$ cat config.mk
export PLATFORM = sky130hd
export DESIGN_NAME = kst_keyboard_tx_flat
export DESIGN_NICKNAME = d
export VERILOG_FILES = /design/src/design/kst_pkg.sv /design/src/design/kst_link_if.sv /design/src/design/kst_fifo.sv /design/src/design/kst_keyboard_tx.sv /design/src/flat_wrapper.sv
export VERILOG_INCLUDE_DIRS = /design/src /design/src/design
export SDC_FILE = /design/constraint.sdc
export NUM_CORES = 1
export LEC_CHECK = 0
export ABC_AREA = 0
export BUFFER_PORTS_ARGS = -buffer_cell sky130_fd_sc_hd__buf_2
export CAP_MARGIN = 5
export CORE_UTILIZATION = 50
export CTS_CLUSTER_SIZE = 28
export DETAILED_ROUTE_END_ITERATION = 8
export GPL_TIMING_DRIVEN = 0
export PLACE_DENSITY = 0.66
export SETUP_SLACK_MARGIN = 0.4
export SLEW_MARGIN = 20
export SYNTH_ARGS = -nofsm -noshare
export SYNTH_HDL_FRONTEND = slang
export SYNTH_SLANG_ARGS = --single-unit
$ cat constraint.sdc
create_clock -name clk -period 3 [get_ports clk]
set_input_delay 0 -clock clk [delete_from_list [all_inputs] [get_ports clk]]
set_output_delay 0 -clock clk [all_outputs]
set_load 0.01 [all_outputs]
$ cat src/design/kst_defs.svh
// Timing and framing constants for the keyboard serial link
`ifndef KST_DEFS_SVH
`define KST_DEFS_SVH
`define KST_CLK_HZ 50000000
`define KST_BAUD 1200
`define KST_BIT_CYCLES (`KST_CLK_HZ / `KST_BAUD)
`define KST_HALF_CYCLES (`KST_BIT_CYCLES / 2)
// Short cell for bench runs; a real cell is far too long to simulate
`define KST_SIM_BIT_CYCLES 64
`define KST_DATA_BITS 8
`define KST_FIFO_DEPTH 16
`define KST_FIFO_AW 4
`endif

$ cat src/design/kst_pkg.sv
// Types shared by both ends of the keyboard serial link
package kst_pkg;
  typedef logic [7:0] kst_byte_t;
  typedef enum logic [1:0] {KST_IDLE, KST_START, KST_DATA, KST_STOP} kst_state_e;
endpackage

$ cat src/design/kst_link_if.sv
// Interface joining keyboard transmitter and host receiver
interface kst_link_if;
  // Serial data, inverted polarity
  logic line;
  // Host-driven reset, active low
  logic kbd_resetn;
  modport keyboard (output line, input kbd_resetn);
  modport host (input line, output kbd_resetn);
endinterface

$ cat src/design/kst_fifo.sv
// Parameterised synchronous FIFO with valid/ready on both sides
module kst_fifo #(
  parameter int WIDTH = 8,
  parameter int DEPTH = 16,
  parameter int AW = 4
) (
  // Clock and reset
  input wire logic clk,
  input wire logic resetn,
  // Fill side
  input wire logic [WIDTH-1:0] in_data,
  input wire logic in_valid,
  output logic in_ready,
  // Drain side
  output logic [WIDTH-1:0] out_data,
  output logic out_valid,
  input wire logic out_ready
);
  logic [WIDTH-1:0] mem [DEPTH];
  logic [AW-1:0] wr_ptr;
  logic [AW-1:0] rd_ptr;
  logic [AW:0] count;
  logic push;
  logic pop;
  logic [AW:0] next_count;
  assign out_valid = (count != '0);
  assign out_data = mem[rd_ptr];
  assign push = in_valid && in_ready;
  assign pop = out_valid && out_ready;
  always_comb begin
    next_count = count;
    if (push && !pop) begin
      next_count = count + 1'b1;
    end else if (pop && !push) begin
      next_count = count - 1'b1;
    end
  end
  always_ff @(posedge clk) begin
    if (push) begin
      mem[wr_ptr] <= in_data;
    end
  end
  always_ff @(posedge clk or negedge resetn) begin
    if (!resetn) begin
      wr_ptr <= '0;
      rd_ptr <= '0;
      count <= '0;
      in_ready <= 1'b1;
    end else begin
      if (push) begin
        wr_ptr <= wr_ptr + 1'b1;
      end
      if (pop) begin
        rd_ptr <= rd_ptr + 1'b1;
      end
      count <= next_count;
      // Registered full flag, so ready leaves from a flop
      in_ready <= (next_count != (AW+1)'(DEPTH));
    end
  end
endmodule

$ cat src/design/kst_keyboard_tx.sv
// Keyboard end: buffered 1200 baud 8N1 transmitter, inverted line
`include "kst_defs.svh"
module kst_keyboard_tx #(
  parameter int BIT_CYCLES = `KST_BIT_CYCLES
) (
  // Clock
  input wire logic clk,
  // Link
  kst_link_if.keyboard link,
  // Key code source
  input wire logic [7:0] key_data,
  input wire logic key_valid,
  output logic key_ready,
  // Status
  output logic busy
);
  // ==========================================================
  // Reset from host
  logic rst_n;
  assign rst_n = link.kbd_resetn;

  // ==========================================================
  // Buffer
  kst_pkg::kst_byte_t fifo_data;
  logic fifo_valid;
  logic fifo_ready;
  logic fifo_in_ready;
  kst_fifo #(.WIDTH(8), .DEPTH(`KST_FIFO_DEPTH), .AW(`KST_FIFO_AW)) i_kst_fifo (
    .clk(clk),
    .resetn(rst_n),
    .in_data(key_data),
    .in_valid(key_valid),
    .in_ready(fifo_in_ready),
    .out_data(fifo_data),
    .out_valid(fifo_valid),
    .out_ready(fifo_ready)
  );
  assign key_ready = fifo_in_ready;

  // ==========================================================
  // Bit timer
  logic [15:0] tick_cnt;
  logic tick;
  kst_pkg::kst_state_e state;
  assign tick = (tick_cnt == 16'(BIT_CYCLES - 1));
  always_ff @(posedge clk or negedge rst_n) begin
    if (!rst_n) begin
      tick_cnt <= 16'h0000;
    end else if (state == kst_pkg::KST_IDLE || tick) begin
      tick_cnt <= 16'h0000;
    end else begin
      tick_cnt <= tick_cnt + 16'h0001;
    end
  end

  // ==========================================================
  // Frame sequencer
  kst_pkg::kst_byte_t shift;
  logic [2:0] bit_idx;
  logic line_q;
  function automatic logic line_level(input logic data_bit);
    return ~data_bit;
  endfunction
  assign fifo_ready = (state == kst_pkg::KST_IDLE);
  always_ff @(posedge clk or negedge rst_n) begin
    if (!rst_n) begin
      state <= kst_pkg::KST_IDLE;
      shift <= 8'h00;
      bit_idx <= 3'h0;
      line_q <= 1'b0;
      busy <= 1'b0;
    end else begin
      case (state)
        kst_pkg::KST_IDLE: begin
          line_q <= 1'b0;
          busy <= fifo_valid;
          if (fifo_valid) begin
            shift <= fifo_data;
            line_q <= 1'b1;
            state <= kst_pkg::KST_START;
          end
        end
        kst_pkg::KST_START: begin
          if (tick) begin
            line_q <= line_level(shift[0]);
            bit_idx <= 3'h0;
            state <= kst_pkg::KST_DATA;
          end
        end
        kst_pkg::KST_DATA: begin
          if (tick) begin
            if (bit_idx == 3'(`KST_DATA_BITS - 1)) begin
              line_q <= 1'b0;
              state <= kst_pkg::KST_STOP;
            end else begin
              line_q <= line_level(shift[bit_idx + 3'h1]);
              bit_idx <= bit_idx + 3'h1;
            end
          end
        end
        kst_pkg::KST_STOP: begin
          if (tick) begin
            state <= kst_pkg::KST_IDLE;
            busy <= 1'b0;
          end
        end
        default: begin
          state <= kst_pkg::KST_IDLE;
        end
      endcase
    end
  end
  assign link.line = line_q;
endmodule

$ cat src/flat_wrapper.sv
// flat-port wrapper written by rule: the top's interface ports become plain ports
module kst_keyboard_tx_flat 
#(
  parameter int BIT_CYCLES = `KST_BIT_CYCLES
)
  (clk, key_data, key_valid, key_ready, busy, link_line, link_kbd_resetn);
  kst_link_if link_i ();
  input wire logic clk;
  input wire logic [7:0] key_data;
  input wire logic key_valid;
  output logic key_ready;
  output logic busy;
  output wire logic [$bits(link_i.line)-1:0] link_line;
  input wire logic [$bits(link_i.kbd_resetn)-1:0] link_kbd_resetn;
  assign link_line = link_i.line;
  assign link_i.kbd_resetn = link_kbd_resetn;
  kst_keyboard_tx #(.BIT_CYCLES(BIT_CYCLES)) u_core (.clk(clk), .link(link_i), .key_data(key_data), .key_valid(key_valid), .key_ready(key_ready), .busy(busy));
endmodule
==> results of run 1 <==
[routing by layer]
metal | track usage | wire length, um
met1 | 0.271 | 6360
met4 | 0.0828 | 200
met2 | 0.368 | 7760
met3 | 0.0421 | 575
met5 | 0 | 0
[power by group]
group | switching, mW | internal [mW] | total, mW
combinational | 0.384 | 0.232 | 0.616
clock | 0.910 | 1.23 | 2.14
sequential | 0.120 | 2.83 | 2.95
total | 1.41 | 4.29 | 5.71
[registers in the layout, indices dropped and copies added, names as in the netlist]
name / count
u_core.bit_idx: 3
u_core.busy: 1
u_core.i_kst_fifo.count: 5
u_core.i_kst_fifo.in_ready: 1
u_core.i_kst_fifo.mem: 128
u_core.i_kst_fifo.rd_ptr: 4
u_core.i_kst_fifo.wr_ptr: 4
u_core.link.line: 1
u_core.shift: 8
u_core.state: 2
u_core.tick_cnt: 16
[metrics by stage]
stage / setup slack [ps] / instances / power, mW / util
final: 507 / 714 / 5.71 / 0.578
after global routing: 418 / 714 / 5.92 / 0.578
after floorplan: 732 / 477 / 3.37 / -
after detailed placement: 525 / 674 / 3.62 / 0.533
after global placement: 587 / 674 / 3.57 / 0.533
after CTS: 481 / 714 / 5.75 / 0.578
[how the worst max path moves through the flow]
stage / cells past startpoint / start / end / slack (ps)
after floorplan: 8 / u_core.i_kst_fifo.count[1] / u_core.i_kst_fifo.in_ready / 730
after global placement: 8 / u_core.i_kst_fifo.count[1] / u_core.i_kst_fifo.in_ready / 590
after detailed placement: 5 / u_core.i_kst_fifo.rd_ptr[1] / u_core.shift[3] / 520
after CTS: 5 / u_core.i_kst_fifo.rd_ptr[1] / u_core.shift[3] / 480
after global routing: 5 / u_core.i_kst_fifo.rd_ptr[1] / u_core.shift[3] / 420
final: 5 / u_core.i_kst_fifo.rd_ptr[1] / u_core.shift[3] / 510
[critical path, delay by kind of cell (launching register included)]
kind            cells  cell delay, ps
compound gates      1             330
buf+inv             2             940
flops               1             360
mux                 2             740
[repair_timing]
action                    4_1_cts  5_1_grt
hold endpoints to repair      152        0
resized for setup               0        0
hold buffers                    8        0
[final cells by class]
class,instances,area (um^2),share of cell area
Timing Repair Buffer,21,148,0.0176
Multi-Input combinational cell,271,2290,0.273
Tap cell,184,230,0.0275
Sequential cell,173,4970,0.594
Buffer,20,111,0.0133
Clock inverter,13,139,0.0166
Inverter,13,48.8,0.00583
Clock buffer,19,433,0.0517
[cell families after synthesis]
| group | synth area share |
|---|---|
| mux | 0.118 |
| simple gates | 0.0761 |
| fa+ha+maj | 0.0283 |
| compound gates | 0.0589 |
| buf+inv | 0.0216 |
| flops | 0.670 |
| xor+xnor | 0.0271 |
[cells in the final DEF, fill, tap and decap left out, types with 3 or more instances in the layout]
| cell | synthesis | layout |
|---|---|---|
| clkinvlp_4 | 0 | 3 |
| inv_1 | 13 | 13 |
| edfxtp_1 | 128 | 128 |
| and2_1 | 15 | 15 |
| xor2_1 | 10 | 10 |
| a21oi_1 | 13 | 13 |
| clkbuf_16 | 0 | 17 |
| o21ai_1 | 11 | 11 |
| mux2i_1 | 20 | 20 |
| clkbuf_1 | 11 | 13 |
| nand3_1 | 6 | 6 |
| nor3_1 | 13 | 13 |
| buf_4 | 2 | 3 |
| dfrtp_1 | 44 | 44 |
| o21bai_1 | 8 | 8 |
| nand4_1 | 8 | 8 |
| a221o_1 | 8 | 8 |
| inv_6 | 0 | 3 |
| and3_1 | 6 | 6 |
| mux4_2 | 17 | 17 |
| ha_1 | 16 | 16 |
| xnor2_1 | 13 | 13 |
| o22ai_1 | 10 | 10 |
| o21ai_0 | 4 | 4 |
| a22o_1 | 5 | 5 |
| mux2_2 | 25 | 25 |
| nor2_1 | 20 | 20 |
| buf_2 | 4 | 16 |
| dlygate4sd3_1 | 0 | 8 |
| nand2_1 | 15 | 15 |
==> impl_metrics.env, run 1 <==
export IMPL_crit_path_start_kind="flop"
export IMPL_worst_r2r_path_depth=5
export IMPL_grt_usage=0.215
export IMPL_cts_buffers=17
export IMPL_ys_seq_elements=173
export IMPL_postLayoutCellArea_um2=8370
export IMPL_final_fill_count=1133
export IMPL_cts_tree="built"
export IMPL_crit_fanout=10
export IMPL_yosys_area_top_type="edfxtp_1"
export IMPL_synth_area_leaders="edfxtp_1 (52%), dfrtp_1 (15%), mux4_2 (5.2%)"
export IMPL_hold_ws_ps=13.9
export IMPL_wl_per_cell_um=20.9
export IMPL_gp_congestion=0.778
export IMPL_cp_cell_sequence="clkbuf_1, clkbuf_1, mux4_2, mux2_2, a221o_1"
export IMPL_die_h_um=124
export IMPL_synth_top_cells_by_count="edfxtp_1 (128), dfrtp_1 (44), mux2_2 (25)"
export IMPL_worst_slew_pin_slew_ps=630
export IMPL_crit_arrival_ps=2800
export IMPL_ant_nets=0
export IMPL_ir_drop_uv=425
export IMPL_min_period_ps=2490
export IMPL_leakagePower_nw=3.09
export IMPL_min_to="u_core.i_kst_fifo.mem[7][1]"
export IMPL_cap_viol_max_count=0
export IMPL_crit_path_top_delay_cell="clkbuf_1"
export IMPL_yosysMostFrequentCell="edfxtp_1"
export IMPL_clk_pin_slew_ps=60
export IMPL_clock_latency_ps=430
export IMPL_drc_errors=0
export IMPL_cts_root_buf="clkbuf_16"
export IMPL_cp_common_cell="clkbuf_1"
export IMPL_powerDensity_nw_per_um2=682
export IMPL_period_share=0.831
export IMPL_dr_pass1_iters=4
export IMPL_num_antenna_cells=0
export IMPL_seq_area_frac_synth=0.670
export IMPL_fin_tns_setup_ps=0
export IMPL_drtIter0Drc=219
export IMPL_r2r_start="u_core.i_kst_fifo.rd_ptr[1]"
export IMPL_cp_end_kind="flop"
export IMPL_io_pins=14
export IMPL_status="completed"
export IMPL_hold_depth=1
export IMPL_netlist_area_um2=7420
export IMPL_grt_pass1_wl_mm=22.9
export IMPL_postSynthAreaPerCell_um2=15.6
export IMPL_die_area_um2=15300
export IMPL_port_buffers=13
export IMPL_synth_top_area_frac=0.518
export IMPL_fmax_mhz=401
export IMPL_dpl_cell_area_um2=7710
export IMPL_grt_overflow_total=0
export IMPL_cts_sinks=173
export IMPL_grt_pass1_vias=4130
export IMPL_r2r_end="u_core.shift[3]"
export IMPL_synth_cell_types=52
export IMPL_syn2layout_area_growth_pct=12.8
export IMPL_synth_nets=504
export IMPL_fin_skew_ps=8.10
export IMPL_rows=44
export IMPL_cpPeakStageDelay_ps=550
export IMPL_relSlewSlack=0.580
export IMPL_ys_warnings_count=0
export IMPL_rsz0062_at_grt="no"
export IMPL_worstPathRequired_ps=3310
export IMPL_die_w_um=124
export IMPL_setup_violations=0
export IMPL_antenna_found_initial=0
export IMPL_cts_max_path_buffers=2
export IMPL_routed_via_density=5.72
export IMPL_cts_setup_buffers=0
export IMPL_grt_max_degree=46
export IMPL_hold_path_class="primary input to flop"
export IMPL_critPathKind="flop to flop"
export IMPL_drv_slew=0
export IMPL_dp_hpwl_mm=9.69
export IMPL_reg2reg_slack_ps=510
export IMPL_synth_edff_count=128
export IMPL_htree_levels=4
export IMPL_nets=544
export IMPL_synth_ff_type="edfxtp_1"
export IMPL_num_vias=4082
export IMPL_final_hold_violation_count=0
export IMPL_coreArea_um2=14500
export IMPL_worstHoldStart="key_data[1]"
export IMPL_netlist_instances=477
export IMPL_wl_mm=14.9
export IMPL_drive_gt1_frac=0.189
export IMPL_initial_utilization=0.512
export IMPL_synth_async_reset_ratio=0.260
Note: power is estimated with default switching activity, not from simulation.
==> inputs of run 2 (changes only) <==
ABC_AREA = 1   (was 0)
clock period = 2.4 ns   (was 3 ns; I/O delays follow)
==> run 2 against run 1 <==
Clock-buffer cell count decreased by 1. Clock skew barely moved. Worst setup slack worse by 120 ps. Hold slack gained 3.3 ps. Via count grew 30%. First-iteration DRC count rose by 86%. Power increased by 92%. Maximum frequency grew 24%. Sequential share of layout area down 4.4 points.
==> impl_metrics.env, run 2 <==
export IMPL_syn2layout_area_growth_pct=15.7
export IMPL_ir_drop_uv=791
export IMPL_crit_buf_inv=2
export IMPL_io_pins=14
export IMPL_final_hold_violation_count=0
export IMPL_drc_errors=0
export IMPL_drtIter0Drc=408
export IMPL_combPwrFrac=0.385
export IMPL_synth_area_leaders="edfxtp_1 (49%), dfrtp_1 (14%), nor2_1 (7.6%)"
export IMPL_cpPeakStageDelay_ps=530
export IMPL_seqPwrFrac=0.363
export IMPL_crit_path_top_delay_cell="dfstp_2"
export IMPL_die_h_um=127
export IMPL_postLayoutCellArea_um2=9040
export IMPL_cp_cell_sequence="nand2_2, inv_1, buf_2, nand2_1, nor2_4"
export IMPL_antenna_found_initial=0
export IMPL_clk_pin_slew_ps=70
export IMPL_worstPathRequired_ps=2510
export IMPL_p_int_mw=6.72
export IMPL_critPathKind="flop to flop"
export IMPL_p_switching_mw=4.24
export IMPL_drv_slew=0
export IMPL_yosysMostFrequentCell="nor2_1"
export IMPL_ant_nets=0
export IMPL_rsz0062_at_grt="yes"
export IMPL_min_period_ps=2010
export IMPL_dp_hpwl_mm=11.3
export IMPL_reg_largest_list="u_core.i_kst_fifo.mem (128), u_core.tick_cnt (16), u_core.shift (8)"
export IMPL_ys_seq_elements=173
export IMPL_die_w_um=127
export IMPL_coreArea_um2=15200
export IMPL_cp_end_kind="flop"
export IMPL_gp_congestion=0.894
export IMPL_initial_utilization=0.514
export IMPL_worstHoldStart="key_data[0]"
export IMPL_hold_ws_ps=17.2
export IMPL_synth_cell_types=36
export IMPL_pre_cts_ws_ps=106
export IMPL_hold_depth=1
export IMPL_seq_area_frac_synth=0.636
export IMPL_cts_tree="built"
export IMPL_netSwitchingFraction=0.387
export IMPL_wl_mm=16.9
export IMPL_r2r_start="u_core.i_kst_fifo.in_ready"
export IMPL_cap_viol_max_count=0
export IMPL_powerDensity_nw_per_um2=1210
export IMPL_nets=797
export IMPL_postSynthAreaPerCell_um2=10.8
export IMPL_fin_tns_setup_ps=0
export IMPL_reg2reg_slack_ps=390
export IMPL_dr_pass1_iters=5
export IMPL_synth_ff_type="edfxtp_1"
export IMPL_leakagePower_nw=3.46
export IMPL_fmax_mhz=497
export IMPL_regMostFlops="u_core.i_kst_fifo.mem"
export IMPL_hold_path_class="primary input to flop"
export IMPL_crit_fanout=10
export IMPL_clock_latency_ps=440
export IMPL_synth_top_cells_by_count="nor2_1 (159), edfxtp_1 (128), nand2_1 (92)"
export IMPL_synth_async_reset_ratio=0.260
export IMPL_netlist_area_um2=7810
export IMPL_port_buffers=13
export IMPL_fin_skew_ps=8.46
export IMPL_fin_ws_ps=388
export IMPL_clockPowerShare=0.252
export IMPL_wl_per_cell_um=17.4
export IMPL_period_share=0.838
export IMPL_yosys_area_top_type="edfxtp_1"
export IMPL_layout_common_cells="nor2_1 (143), edfxtp_1 (128), nand2_1 (92)"
export IMPL_num_vias=5310
export IMPL_cts_root_buf="clkbuf_16"
export IMPL_min_to="u_core.i_kst_fifo.mem[7][0]"
export IMPL_grt_pass1_vias=5187
export IMPL_final_common_cell="nor2_1"
export IMPL_largest_reg_flops=128
export IMPL_status="completed"
export IMPL_drive_gt1_frac=0.157
export IMPL_die_area_um2=16100
export IMPL_grt_usage=0.227
export IMPL_cts_max_path_buffers=2
export IMPL_crit_arrival_ps=2130
export IMPL_r2r_end="u_core.i_kst_fifo.mem[11][3]"
export IMPL_num_antenna_cells=0
export IMPL_cp_top_family="simple AND/OR/NAND/NOR gates"
export IMPL_synth_nets=748
export IMPL_relSlewSlack=0.622
export IMPL_cts_sinks=173
export IMPL_synth_edff_count=128
export IMPL_grt_overflow_total=0
export IMPL_utilization=0.595
export IMPL_routed_via_density=5.47
export IMPL_cts_buffers=17
export IMPL_worst_r2r_path_depth=5
export IMPL_setup_violations=0
export IMPL_htree_levels=4
export IMPL_ys_warnings_count=0
export IMPL_crit_path_start_kind="flop"
export IMPL_grt_pass1_wl_mm=27.2
export IMPL_synth_top_area_frac=0.492
export IMPL_rows=45
export IMPL_netlist_instances=721
export IMPL_dpl_cell_area_um2=8110
export IMPL_worst_slew_pin_slew_ps=567
export IMPL_grt_max_degree=46
-- run 2: changes by cell type in the layout (fill, tap and decap cells not counted), moves of 25 or more --
cell	before	now
nor2_1	20	143
nand2_1	15	92
nand3_1	6	51
o21ai_0	4	39
o21ai_1	11	37
mux2_2	25	0
-- run 2: worst max path at each step --
stage | slack (ps) | endpoint | startpoint | cells past startpoint
2_1_floorplan | 580 | u_core.i_kst_fifo.mem[11][0] | u_core.i_kst_fifo.in_ready | 5
4_1_cts | 260 | u_core.i_kst_fifo.mem[6][6] | u_core.i_kst_fifo.in_ready | 5
5_1_grt | 270 | u_core.i_kst_fifo.mem[14][2] | u_core.i_kst_fifo.in_ready | 5
6_report | 390 | u_core.i_kst_fifo.mem[11][3] | u_core.i_kst_fifo.in_ready | 5
3_3_place_gp | 190 | u_core.i_kst_fifo.mem[1][5] | u_core.i_kst_fifo.in_ready | 5
3_5_place_dp | 110 | u_core.i_kst_fifo.mem[9][7] | u_core.i_kst_fifo.in_ready | 5
-- run 2: cells by family (layout without fill, tap and decap cells) --
family / after synthesis / after routing / synth area share
buf+inv: 72 / 134 / 0.0511
simple gates: 342 / 342 / 0.197
flops: 173 / 173 / 0.636
compound gates: 105 / 105 / 0.0751
xor+xnor: 13 / 13 / 0.0146
fa+ha+maj: 16 / 16 / 0.0256
-- run 2: routing by layer --
layer | part of all wire | GRT usage
met5 | 0 | 0
met3 | 0.071 | 0.0549
met2 | 0.48 | 0.361
met1 | 0.44 | 0.308
met4 | 0.017 | 0.0798
-- run 2: power by group through the flow --
stage               combinational, mW  sequential (mW)  clock [mW]
floorplan                        2.93             3.97           0
global placement                 3.89             4.02           0
global route                     4.72             4.03        2.90
finish                           4.23             3.98        2.76
CTS                              4.11             3.98        2.79
detailed placement               3.97             4.03           0
-- run 2: area by class of cell --
class / instances / area (um^2)
fill: 1210 / 6160
sequential: 173 / 4970
multi-input combinational: 476 / 2540
clock buffer: 18 / 429
timing repair buffer: 30 / 303
buffer: 30 / 240
tap: 188 / 235
inverter: 42 / 159
clock inverter: 14 / 156
-- run 2: repair_timing --
action / 4_1_cts / 5_1_grt
gates resized for setup: 26 / 3
hold buffers: 8 / 0
buffers inserted: 0 / 9
hold endpoints to repair: 141 / 0
pin swaps: 0 / 6
endpoints found under the setup margin: 128 / 128
gates cloned: 0 / 0
-- run 2: worst reg2reg max path: cells and delay by family, from the launching register on --
| kind | cells | cell delay (ps) |
|---|---|---|
| DFF | 1 | 530 |
| and+or+nand+nor | 3 | 820 |
| buffers and inverters | 2 | 340 |
-- run 2: metrics by stage --
| stage | std cells | power, mW |
|---|---|---|
| 6_report | 971 | 11.0 |
| 5_1_grt | 971 | 11.6 |
| 4_1_cts | 962 | 10.9 |
| 3_5_place_dp | 922 | 8.01 |
| 3_3_place_gp | 922 | 7.91 |
| 2_1_floorplan | 721 | 6.90 |
